`src/pmac_pkg.sv`:
```
// Package with command codes, packet layout and timing counts for the memory access interpreter
package pmac_pkg;
    // Command bytes (upper seven bits select read or write; init must match all eight bits)
    localparam logic [7:0] CMD_READ     = 8'h80;
    localparam logic [7:0] CMD_WRITE    = 8'h90;
    localparam logic [7:0] CMD_INIT     = 8'h70;
    localparam logic [7:0] CMD_ERR      = 8'he7;
    localparam logic [6:0] CMD_MASK_TOP = 7'h7f;
    // Burst and packet sizes
    localparam int         BURST_LEN    = 4;
    localparam int         ADDR_BYTES   = 3;
    localparam logic [2:0] LAST_ADDR    = 3'h3;
    localparam logic [2:0] LAST_DATA    = 3'h7;
    // Address field widths and positions
    localparam int ROW_W  = 13;
    localparam int COL_W  = 10;
    localparam int BANK_W = 2;
    localparam int NIB_HI = 4;
    localparam int COL_LO = 2;
    // Fill value for reads of uninitialised memory
    localparam logic [7:0] INVALID_DATA = 8'h00;
    // Initialisation delay of the memory
    localparam int INIT_TIME_NS = 200000;
    localparam int CLK_NS       = 25;
    localparam int INIT_CYCLES  = INIT_TIME_NS / CLK_NS;
    // Interpreter states
    typedef enum logic [2:0] {
        PMAC_IDLE  = 3'b000,
        PMAC_ADDR  = 3'b001,
        PMAC_DATA  = 3'b010,
        PMAC_MEM   = 3'b011,
        PMAC_SEND  = 3'b100,
        PMAC_INIT  = 3'b101
    } pmac_state_t;
endpackage : pmac_pkg

```
`src/pmac_core.sv`:
```
// Packet interpreter for memory read, write and initialise commands
`timescale 1ns/1ps
// Function
// - Every memory access moves exactly four bytes
// - Low column bits rotate within the group
// - Read command 0x80, lsb is row top
// - Write command 0x90, lsb is row top
// - Second byte holds middle row bits
// - Third byte: low row, upper column nibble
// - Fourth byte: low column bits, then bank
// - Write uses same address layout as read
// - Write carries four data bytes, offsets 0-3
// - Write echoes data, then command and address
// - Uninitialised read returns 0xE7, then invalid data 0x00
// - Uninitialised write echoes 0xE7 for command
// - Memory usable only after init command
module pmac_core #(
    parameter int INIT_CYCLES = pmac_pkg::INIT_CYCLES
) (
    // Clock and reset
    input  wire logic                     CLK_SYS,
    input  wire logic                     RST,
    // Host byte stream in
    input  wire logic                     RX_VALID,
    input  wire logic [7:0]               RX_DATA,
    output logic                          RX_READY,
    // Host byte stream out
    output logic                          TX_VALID,
    output logic [7:0]                    TX_DATA,
    input  wire logic                     TX_READY,
    // Memory burst port
    output logic                          MEM_REQ,
    output logic                          MEM_WE,
    output logic [pmac_pkg::BANK_W-1:0]   MEM_BANK,
    output logic [pmac_pkg::ROW_W-1:0]    MEM_ROW,
    output logic [pmac_pkg::COL_W-1:0]    MEM_COL,
    output logic [31:0]                   MEM_WDATA,
    input  wire logic                     MEM_ACK,
    input  wire logic [31:0]              MEM_RDATA,
    // Status
    output logic                          MEM_READY
);
    pmac_pkg::pmac_state_t state;
    pmac_pkg::pmac_state_t next_state;
    logic [7:0]  cmd;
    logic [7:0]  next_cmd;
    logic [23:0] addr;
    logic [23:0] next_addr;
    logic [31:0] data;
    logic [31:0] next_data;
    logic [2:0]  idx;
    logic [2:0]  next_idx;
    logic        inited;
    logic        next_inited;
    logic [31:0] init_cnt;
    logic [31:0] next_init_cnt;
    logic        req;
    logic        next_req;
    logic        rx_ready;
    logic        next_rx_ready;
    logic        load;
    logic [63:0] load_bytes;
    logic [3:0]  load_count;
    logic        tx_busy;

    // Rotate a four-byte group so byte k lands at column (start + k) mod 4
    function automatic logic [31:0] pmac_rotate(input logic [31:0] d, input logic [1:0] s);
        logic [63:0] dd;
        dd = {d, d};
        pmac_rotate = 32'(dd >> (32 - 8 * int'(s)));
    endfunction : pmac_rotate

    // Inverse of the rotation, used on read data
    function automatic logic [31:0] pmac_unrotate(input logic [31:0] d, input logic [1:0] s);
        logic [63:0] dd;
        dd = {d, d};
        pmac_unrotate = 32'(dd >> (8 * int'(s)));
    endfunction : pmac_unrotate

    logic rx_take;
    assign rx_take = RX_VALID && RX_READY;

    always_comb begin
        next_state    = state;
        next_cmd      = cmd;
        next_addr     = addr;
        next_data     = data;
        next_idx      = idx;
        next_inited   = inited;
        next_init_cnt = init_cnt;
        next_req      = req;
        load          = 1'b0;
        load_bytes    = '0;
        load_count    = 4'h0;
        case (state)
            pmac_pkg::PMAC_IDLE: begin
                if (rx_take) begin
                    next_cmd = RX_DATA;
                    next_idx = 3'h1;
                    if (RX_DATA[7:1] == pmac_pkg::CMD_READ[7:1] ||
                        RX_DATA[7:1] == pmac_pkg::CMD_WRITE[7:1]) begin
                        next_state = pmac_pkg::PMAC_ADDR;
                    end else if (RX_DATA == pmac_pkg::CMD_INIT) begin
                        next_inited   = 1'b0;
                        next_init_cnt = 32'(INIT_CYCLES);
                        next_state    = pmac_pkg::PMAC_INIT;
                    end
                end
            end
            pmac_pkg::PMAC_INIT: begin
                // Calibration wait; other commands are held off meanwhile
                if (init_cnt <= 32'h1) begin
                    next_inited = 1'b1;
                    next_state  = pmac_pkg::PMAC_IDLE;
                end else begin
                    next_init_cnt = init_cnt - 32'h1;
                end
            end
            pmac_pkg::PMAC_ADDR: begin
                if (rx_take) begin
                    next_addr = {addr[15:0], RX_DATA};
                    next_idx  = idx + 3'h1;
                    if (idx == pmac_pkg::LAST_ADDR) begin
                        if (cmd[7:1] == pmac_pkg::CMD_WRITE[7:1]) begin
                            next_state = pmac_pkg::PMAC_DATA;
                        end else begin
                            next_req   = inited;
                            next_state = inited ? pmac_pkg::PMAC_MEM : pmac_pkg::PMAC_SEND;
                        end
                    end
                end
            end
            pmac_pkg::PMAC_DATA: begin
                if (rx_take) begin
                    next_data = {RX_DATA, data[31:8]};
                    next_idx  = idx + 3'h1;
                    if (idx == pmac_pkg::LAST_DATA) begin
                        next_req   = inited;
                        next_state = inited ? pmac_pkg::PMAC_MEM : pmac_pkg::PMAC_SEND;
                    end
                end
            end
            pmac_pkg::PMAC_MEM: begin
                if (MEM_ACK) begin
                    next_req = 1'b0;
                    if (cmd[7:1] == pmac_pkg::CMD_READ[7:1]) begin
                        next_data = pmac_unrotate(MEM_RDATA, addr[3:2]);
                    end
                    next_state = pmac_pkg::PMAC_SEND;
                end
            end
            pmac_pkg::PMAC_SEND: begin
                if (!tx_busy) begin
                    load = 1'b1;
                    if (cmd[7:1] == pmac_pkg::CMD_WRITE[7:1]) begin
                        // Data, then command (or error) and three address bytes
                        load_bytes = {addr[7:0], addr[15:8], addr[23:16],
                                      inited ? cmd : pmac_pkg::CMD_ERR, data};
                        load_count = 4'h8;
                    end else begin
                        // Status byte leads so the host can discard bad data
                        load_bytes = {24'h0, inited ? data : {4{pmac_pkg::INVALID_DATA}},
                                      inited ? cmd : pmac_pkg::CMD_ERR};
                        load_count = 4'h5;
                    end
                    next_state = pmac_pkg::PMAC_IDLE;
                end
            end
            default: next_state = pmac_pkg::PMAC_IDLE;
        endcase
        // Registered so the host sees a clean level straight from a flop
        next_rx_ready = (next_state == pmac_pkg::PMAC_IDLE) ||
                        (next_state == pmac_pkg::PMAC_ADDR) ||
                        (next_state == pmac_pkg::PMAC_DATA);
    end

    always_ff @(posedge CLK_SYS or posedge RST) begin
        if (RST) begin
            state    <= pmac_pkg::PMAC_IDLE;
            cmd      <= 8'h00;
            addr     <= 24'h000000;
            data     <= 32'h00000000;
            idx      <= 3'h0;
            inited   <= 1'b0;
            init_cnt <= 32'h00000000;
            req      <= 1'b0;
            rx_ready <= 1'b1;
        end else begin
            state    <= next_state;
            cmd      <= next_cmd;
            addr     <= next_addr;
            data     <= next_data;
            idx      <= next_idx;
            inited   <= next_inited;
            init_cnt <= next_init_cnt;
            req      <= next_req;
            rx_ready <= next_rx_ready;
        end
    end

    // Receive only while gathering a packet; back-pressure otherwise
    assign RX_READY  = rx_ready;
    assign MEM_REQ   = req;
    assign MEM_WE    = cmd[4];
    assign MEM_ROW   = {cmd[0], addr[23:16], addr[15:12]};
    assign MEM_COL   = {addr[11:8], addr[7:2]};
    assign MEM_BANK  = addr[1:0];
    assign MEM_WDATA = pmac_rotate(data, addr[3:2]);
    assign MEM_READY = inited;

    pmac_tx #(
        .DEPTH      (8)
    ) u_tx (
        .clk        (CLK_SYS),
        .rst        (RST),
        .load       (load),
        .load_bytes (load_bytes),
        .load_count (load_count),
        .busy       (tx_busy),
        .tx_valid   (TX_VALID),
        .tx_data    (TX_DATA),
        .tx_ready   (TX_READY)
    );
endmodule : pmac_core

```
`src/pmac_tx.sv`:
```
// Reply sender: shifts out a prepared byte list, one byte per accepted handshake
`timescale 1ns/1ps
module pmac_tx #(
    parameter int DEPTH = 8
) (
    // Clock and reset
    input  wire logic                     clk,
    input  wire logic                     rst,
    // Load side
    input  wire logic                     load,
    input  wire logic [DEPTH*8-1:0]       load_bytes,
    input  wire logic [3:0]               load_count,
    output logic                          busy,
    // Byte side
    output logic                          tx_valid,
    output logic [7:0]                    tx_data,
    input  wire logic                     tx_ready
);
    logic [DEPTH*8-1:0] sreg;
    logic [DEPTH*8-1:0] next_sreg;
    logic [3:0]         left;
    logic [3:0]         next_left;

    always_comb begin
        next_sreg = sreg;
        next_left = left;
        if (load && left == 4'h0) begin
            next_sreg = load_bytes;
            next_left = load_count;
        end else if (left != 4'h0 && tx_ready) begin
            next_sreg = {8'h00, sreg[DEPTH*8-1:8]};
            next_left = left - 4'h1;
        end
    end

    always_ff @(posedge clk or posedge rst) begin
        if (rst) begin
            sreg <= '0;
            left <= 4'h0;
        end else begin
            sreg <= next_sreg;
            left <= next_left;
        end
    end

    assign busy     = (left != 4'h0);
    assign tx_valid = (left != 4'h0);
    assign tx_data  = sreg[7:0];
endmodule : pmac_tx

```
`config.mk`:
```
export PLATFORM = sky130hd
export DESIGN_NAME = pmac_core
export DESIGN_NICKNAME = d
export VERILOG_FILES = /design/src/pmac_pkg.sv /design/src/pmac_core.sv /design/src/pmac_tx.sv
export SDC_FILE = /design/constraint.sdc
export NUM_CORES = 1
export LEC_CHECK = 0
export BUFFER_PORTS_ARGS = -buffer_cell sky130_fd_sc_hd__buf_2
export CORE_MARGIN = 4
export CORE_UTILIZATION = 55
export CTS_CLUSTER_DIAMETER = 150
export CTS_CLUSTER_SIZE = 25
export DETAILED_ROUTE_END_ITERATION = 10
export GPL_ROUTABILITY_DRIVEN = 0
export HOLD_SLACK_MARGIN = 0.02
export PLACE_DENSITY_LB_ADDON = 0.05
export REMOVE_ABC_BUFFERS = 1
export SETUP_SLACK_MARGIN = 0.05
export SLEW_MARGIN = 10
export SYNTH_ARGS = -nofsm -noshare
export SYNTH_HDL_FRONTEND = slang
export SYNTH_SLANG_ARGS = --single-unit
```
`constraint.sdc`:
```
create_clock -name CLK_SYS -period 13.55 [get_ports CLK_SYS]
set_input_delay 0.6775 -clock CLK_SYS [delete_from_list [all_inputs] [get_ports CLK_SYS]]
set_output_delay 0.6775 -clock CLK_SYS [all_outputs]
set_load 0.1 [all_outputs]
```
; Yosys cells after proc, flatten, opt, wreduce, memory -nomap -nowiden
; Cells that the tools add are included.
; W data, S select, Z words.
[classes]
addsub = 4
magnitude_cmp = 1
eq_ne = 27
n_shift = 2
mux = 51
n_reduce_logical = 23
[op_table]
columns = cell, n
row1 = $mux W64, 5
row2 = $mux W32, 8
row3 = $pmux W32 S2, 2
row4 = $shr A64 B32 Y32, 1
row5 = $shr A64 B5 Y32, 1
row6 = $mux W3, 14
row7 = $le A32 B1 Y1 const B, 1
row8 = $sub A32 B1 Y32 const B, 1
row9 = $eq A7 B7 Y1 const B, 4
row10 = $ne A2 B2 Y1 const B, 12
row11 = $mux W4, 5
row12 = $pmux W3 S6, 1
row13 = $eq A3 B2 Y1 const B, 4
row14 = $mux W1, 12
row15 = $reduce_and A5 Y1, 2
row16 = $eq A3 B3 Y1 const B, 3
row17 = $eq A8 B7 Y1 const B, 1
row18 = $mux W8, 1
row19 = $reduce_bool A2 Y1, 4
row20 = $reduce_and A7 Y1, 1
row21 = $sub A6 B5 Y7 const A, 1
row22 = $eq A3 B1 Y1 const B, 2
row23 = $logic_not A3 Y1, 2
row24 = $pmux W3 S2, 1
row25 = other kinds (14), 19
[totals]
ff_bits = 173
input_bits = 45
out_inout_bits = 70

; Longest topological paths before layout
[depth]
ltp_word = 8
depth_mapped = 10
depth_no_buf = 9

; Modules after synthesis
; A second synthesis with hierarchy kept.
[unflattened]
cells_unflattened = 1050
hier_area_um2 = 10690.3
[by_module_without_submodules]
columns = module, instances, cells_each, area_per_inst_um2, seq_area_each_um2
row1 = pmac_core, 1, 794, 7554.7, 2628.8
row2 = pmac_tx, 1, 256, 3135.5, 1701.6

; Worst setup path after synthesis
; Ideal clock, no wire load.
[synth_timing]
kind = reg2out
from = reg addr[2]
to = out MEM_WDATA[0]
t_arrival_ps = 4387
setup_slack_ps = 8486
path_stages_with_launch = 9
n_path_buf = 5
cell_sequence = dfrtp_1 -> clkbuf_1 -> buf_2 -> inv_1 -> clkbuf_1 -> ha_1 -> clkbuf_1 -> clkbuf_1 -> mux2i_1
[synth_between]
elab_chain_cells = 2
[synth_lines]
columns = element, line_no
row1 = from (decl), pmac_core.sv:47  ; logic [23:0] addr;
row2 = from (signal assigned), pmac_core.sv:191  ; addr <= next_addr;
row3 = $sub A6 B5 Y7, pmac_core.sv:70  ; pmac_rotate = 32'(dd >> (32 - 8 * int'(s)));
row4 = $shr A64 B32 Y32, pmac_core.sv:70
row5 = to (decl), pmac_core.sv:37  ; output logic [31:0] MEM_WDATA,
; No other way between the ends.

; Worst setup path after layout
[layout_timing]
from = reg addr[2]
to = out MEM_WDATA[30]
; Same word-level chain as after synthesis.

==> reports/metrics.yaml <==
clocking:
  clock-root-buffer: "sky130_fd_sc_hd__clkbuf_16"
  htree_num_levels: 4
  tritoncts: "done"
  post-cts-setup-buffers: 0
  cts_inserted_buffers: 17
  clock-sinks: 173
  cts_repair_resize_count: 0
  worstSkewPairLatency_ps: 430
  holdBufCountCts: 0
  clk_transition_reported_paths_ps: 70
  cts_buffer_depth: 2
timing:
  max_transition_viols_final: 0
  setup_viol: 0
  period_needed_ps: 4939
  setup_repair_after_global_routing_missed_its_margin: "false"
  max_slew.worst_pin.slew_ps: 961.4
  clock-skew-final_ps: 9.438
  hold_worst_slack_ps: 330.7
  final.setup.worst_slack_ps: 8611
  final_critical_path_share_of_the_clock_period_pct: 36.45
  finalHoldViolations: 0
  maxSlewHeadroom_pct: 35.84
  max_freq_mhz: 202.5
  finalSetupTns_ps: 0
drt:
  post_drt_wl_per_cell_um: 18.77
  drt-total-wl_um: 24570
  vias_per_cell: 6.160
  vias: 8064
  first_pass_iters: 5
  route.antenna.remaining_nets: 0
  remaining_drc_errors: 0
  drt-initial-drc-count: 555
grt:
  maximum_number_of_pins_on_one_net_before_global_route_repair: 69
  groute.usage.overall_pct: 25.39
  number_of_antenna_violations_at_the_first_check_in_global_routing: 0
  via_count_of_the_first_global_routing_pass: 7489
  grt_first_pass_wirelength_um: 40270
  gr-total-overflow: 0
synth:
  syn-mean-instance-area_um2: 9.386
  mappedNetlistArea_mm2: 0.009555
  synth_top_cells_by_area: "sky130_fd_sc_hd__dfrtp_1 (45%), sky130_fd_sc_hd__mux2i_1 (6.2%), sky130_fd_sc_hd__mux2_2 (5.7%), sky130_fd_sc_hd__a21oi_1 (5.3%), sky130_fd_sc_hd__nor2_1 (5.3%)"
  synthDominantAreaCellType: "sky130_fd_sc_hd__dfrtp_1"
  postSynthCellCount: 1018
  synth-main-ff-cell: "sky130_fd_sc_hd__dfrtp_1"
  synth.most_common_cell: "sky130_fd_sc_hd__dfrtp_1"
  share_of_synthesized_area_occupied_by_flip_flops_and_latches_pct: 45.32
  synth.top_cell.area_share_pct: 45.04
  yosys-top-cells-count: "sky130_fd_sc_hd__dfrtp_1 (172), sky130_fd_sc_hd__nor2_1 (135), sky130_fd_sc_hd__a21oi_1 (102)"
  synth_async_sr_flop_share_pct: 100.0
  yosys.cell_types.count: 62
  ys.warnings.count: 0
  synth_edf_count: 0
  postSynthRegisterBits: 173
layout:
  final_layout_size_suffix_gt1_share_pct: 21.40
  nNetsFinal: 1130
  final_cell_area_mm2: 0.01076
  fin_cells: 1309
  area.growth.synth_to_final_pct: 12.64
  inserted_diodes: 0
  final_util_pct: 63.99
  final.fill_count: 1471
worst_setup_path:
  crit_required_ps: 12870
  cp-start-kind: "flop"
  cp_data_arrival_time_ps: 4260
  timing.reg2reg.worst_path_depth: 6
  path_max_fanout: 63
  worstSetupEndpointType: "primary output"
  critPathLaunch: "addr[2]"
  regToRegStartpoint: "state[0]"
  critPathKind: "reg -> out"
die:
  dieHeight_um: 139.8
  boundaryPins: 115
  core_area_mm2: 0.01682
  start_util_pct: 56.81
  std_cell_rows: 47
  dieWidth_um: 139.8
  floorplan.die_area_mm2: 0.01955
outcome:
  status: "finished clean"
power_and_ir_drop:
  peakVddDrop_uv: 259.5
  power_density_mw_per_mm2: 227.8
  design_power_total_mw: 2.452
  total_leakage_power_nw: 4.648
place:
  numPortBuffers: 114
  detailed_place_hpwl_um: 16050
  placement.cell_area_mm2: 0.01019
  placedCellCount: 1278
  placement.setup.worst_slack_ps: 9049
flow_run:
  number_of_max_cap_violations: 0
min_path:
  min-delay-path-class: "in -> async"
[worst max-delay path, cell delays in order, from the launching register on]
cell	delay, ps
sky130_fd_sc_hd__dfrtp_4	1040
sky130_fd_sc_hd__inv_1	570
sky130_fd_sc_hd__ha_1	450
sky130_fd_sc_hd__buf_4	380
sky130_fd_sc_hd__nand2b_1	560
sky130_fd_sc_hd__o22ai_1	310
sky130_fd_sc_hd__buf_2	470
[layout make-up]
class                      instances  area (µm²)  share of cell area, %
clock inverter                    12       127.6                  1.186
timing repair buffer             128       675.6                  6.278
sequential                       173        4334                  40.27
multi-input combinational        744        4853                  45.09
inverter                          13       53.80                 0.4999
clock buffer                      19       442.9                  4.115
tap                              220       275.3                  2.558
[per-layer routing]
layer	wire [µm]	vias up	global-route usage (%)
met5	0	-	0
met4	324	0	6.578
li1	-	3863	-
met3	1289	19	4.528
met1	11770	3951	37.89
met2	11190	231	38.54
[kinds of logic after synthesis]
logic type / after synthesis / share of synthesized area, %
fa+ha+maj: 8 / 1.048
simple gates: 284 / 14.06
xor+xnor: 21 / 1.925
compound gates: 321 / 20.75
buf+inv: 101 / 4.347
mux: 110 / 12.54
flops: 173 / 45.32
[final timing paths]
| check | slack [ps] | end |
|---|---|---|
| worst min register to register | 490 | u_tx.sreg[61] |
| max in group asynchronous | 11410 | u_tx.sreg[39] |
| min in group CLK_SYS | 490 | u_tx.sreg[61] |
| worst max-delay path | 8610 | MEM_WDATA[30] |
| worst max register to register | 10500 | init_cnt[25] |
| worst min-delay path | 330 | data[30] |
[flip-flops by register name, indices dropped and copies added (netlist names), 3 cells and up]
register	count
addr	24
cmd	8
data	32
idx	3
init_cnt	32
state	3
u_tx.left	4
u_tx.sreg	64
[cell usage in the layout (no fill, tap or decap), types with 4 or more instances in the layout]
master	n
sky130_fd_sc_hd__a211oi_1	33
sky130_fd_sc_hd__a21oi_1	101
sky130_fd_sc_hd__a22o_1	8
sky130_fd_sc_hd__a22oi_1	53
sky130_fd_sc_hd__a31oi_1	7
sky130_fd_sc_hd__buf_2	114
sky130_fd_sc_hd__buf_4	14
sky130_fd_sc_hd__clkbuf_16	17
sky130_fd_sc_hd__dfrtp_1	171
sky130_fd_sc_hd__ha_1	8
sky130_fd_sc_hd__inv_1	11
sky130_fd_sc_hd__inv_6	7
sky130_fd_sc_hd__mux2_2	48
sky130_fd_sc_hd__mux2i_1	59
sky130_fd_sc_hd__nand2_1	63
sky130_fd_sc_hd__nand2b_1	7
sky130_fd_sc_hd__nand3_1	9
sky130_fd_sc_hd__nor2_1	132
sky130_fd_sc_hd__nor3_1	8
sky130_fd_sc_hd__nor4_1	12
sky130_fd_sc_hd__nor4b_1	5
sky130_fd_sc_hd__o21ai_0	69
sky130_fd_sc_hd__o22ai_1	23
sky130_fd_sc_hd__or2_2	4
sky130_fd_sc_hd__or3_1	8
sky130_fd_sc_hd__or4_1	6
sky130_fd_sc_hd__xnor2_1	15
sky130_fd_sc_hd__xor2_1	6
[power breakdown]
group          switching, mW  total (mW)  internal, mW
Clock                  0.217       0.480         0.263
Combinational          0.806        1.13         0.320
Sequential             0.169       0.846         0.677
Power figures use the tool's default switching activity.
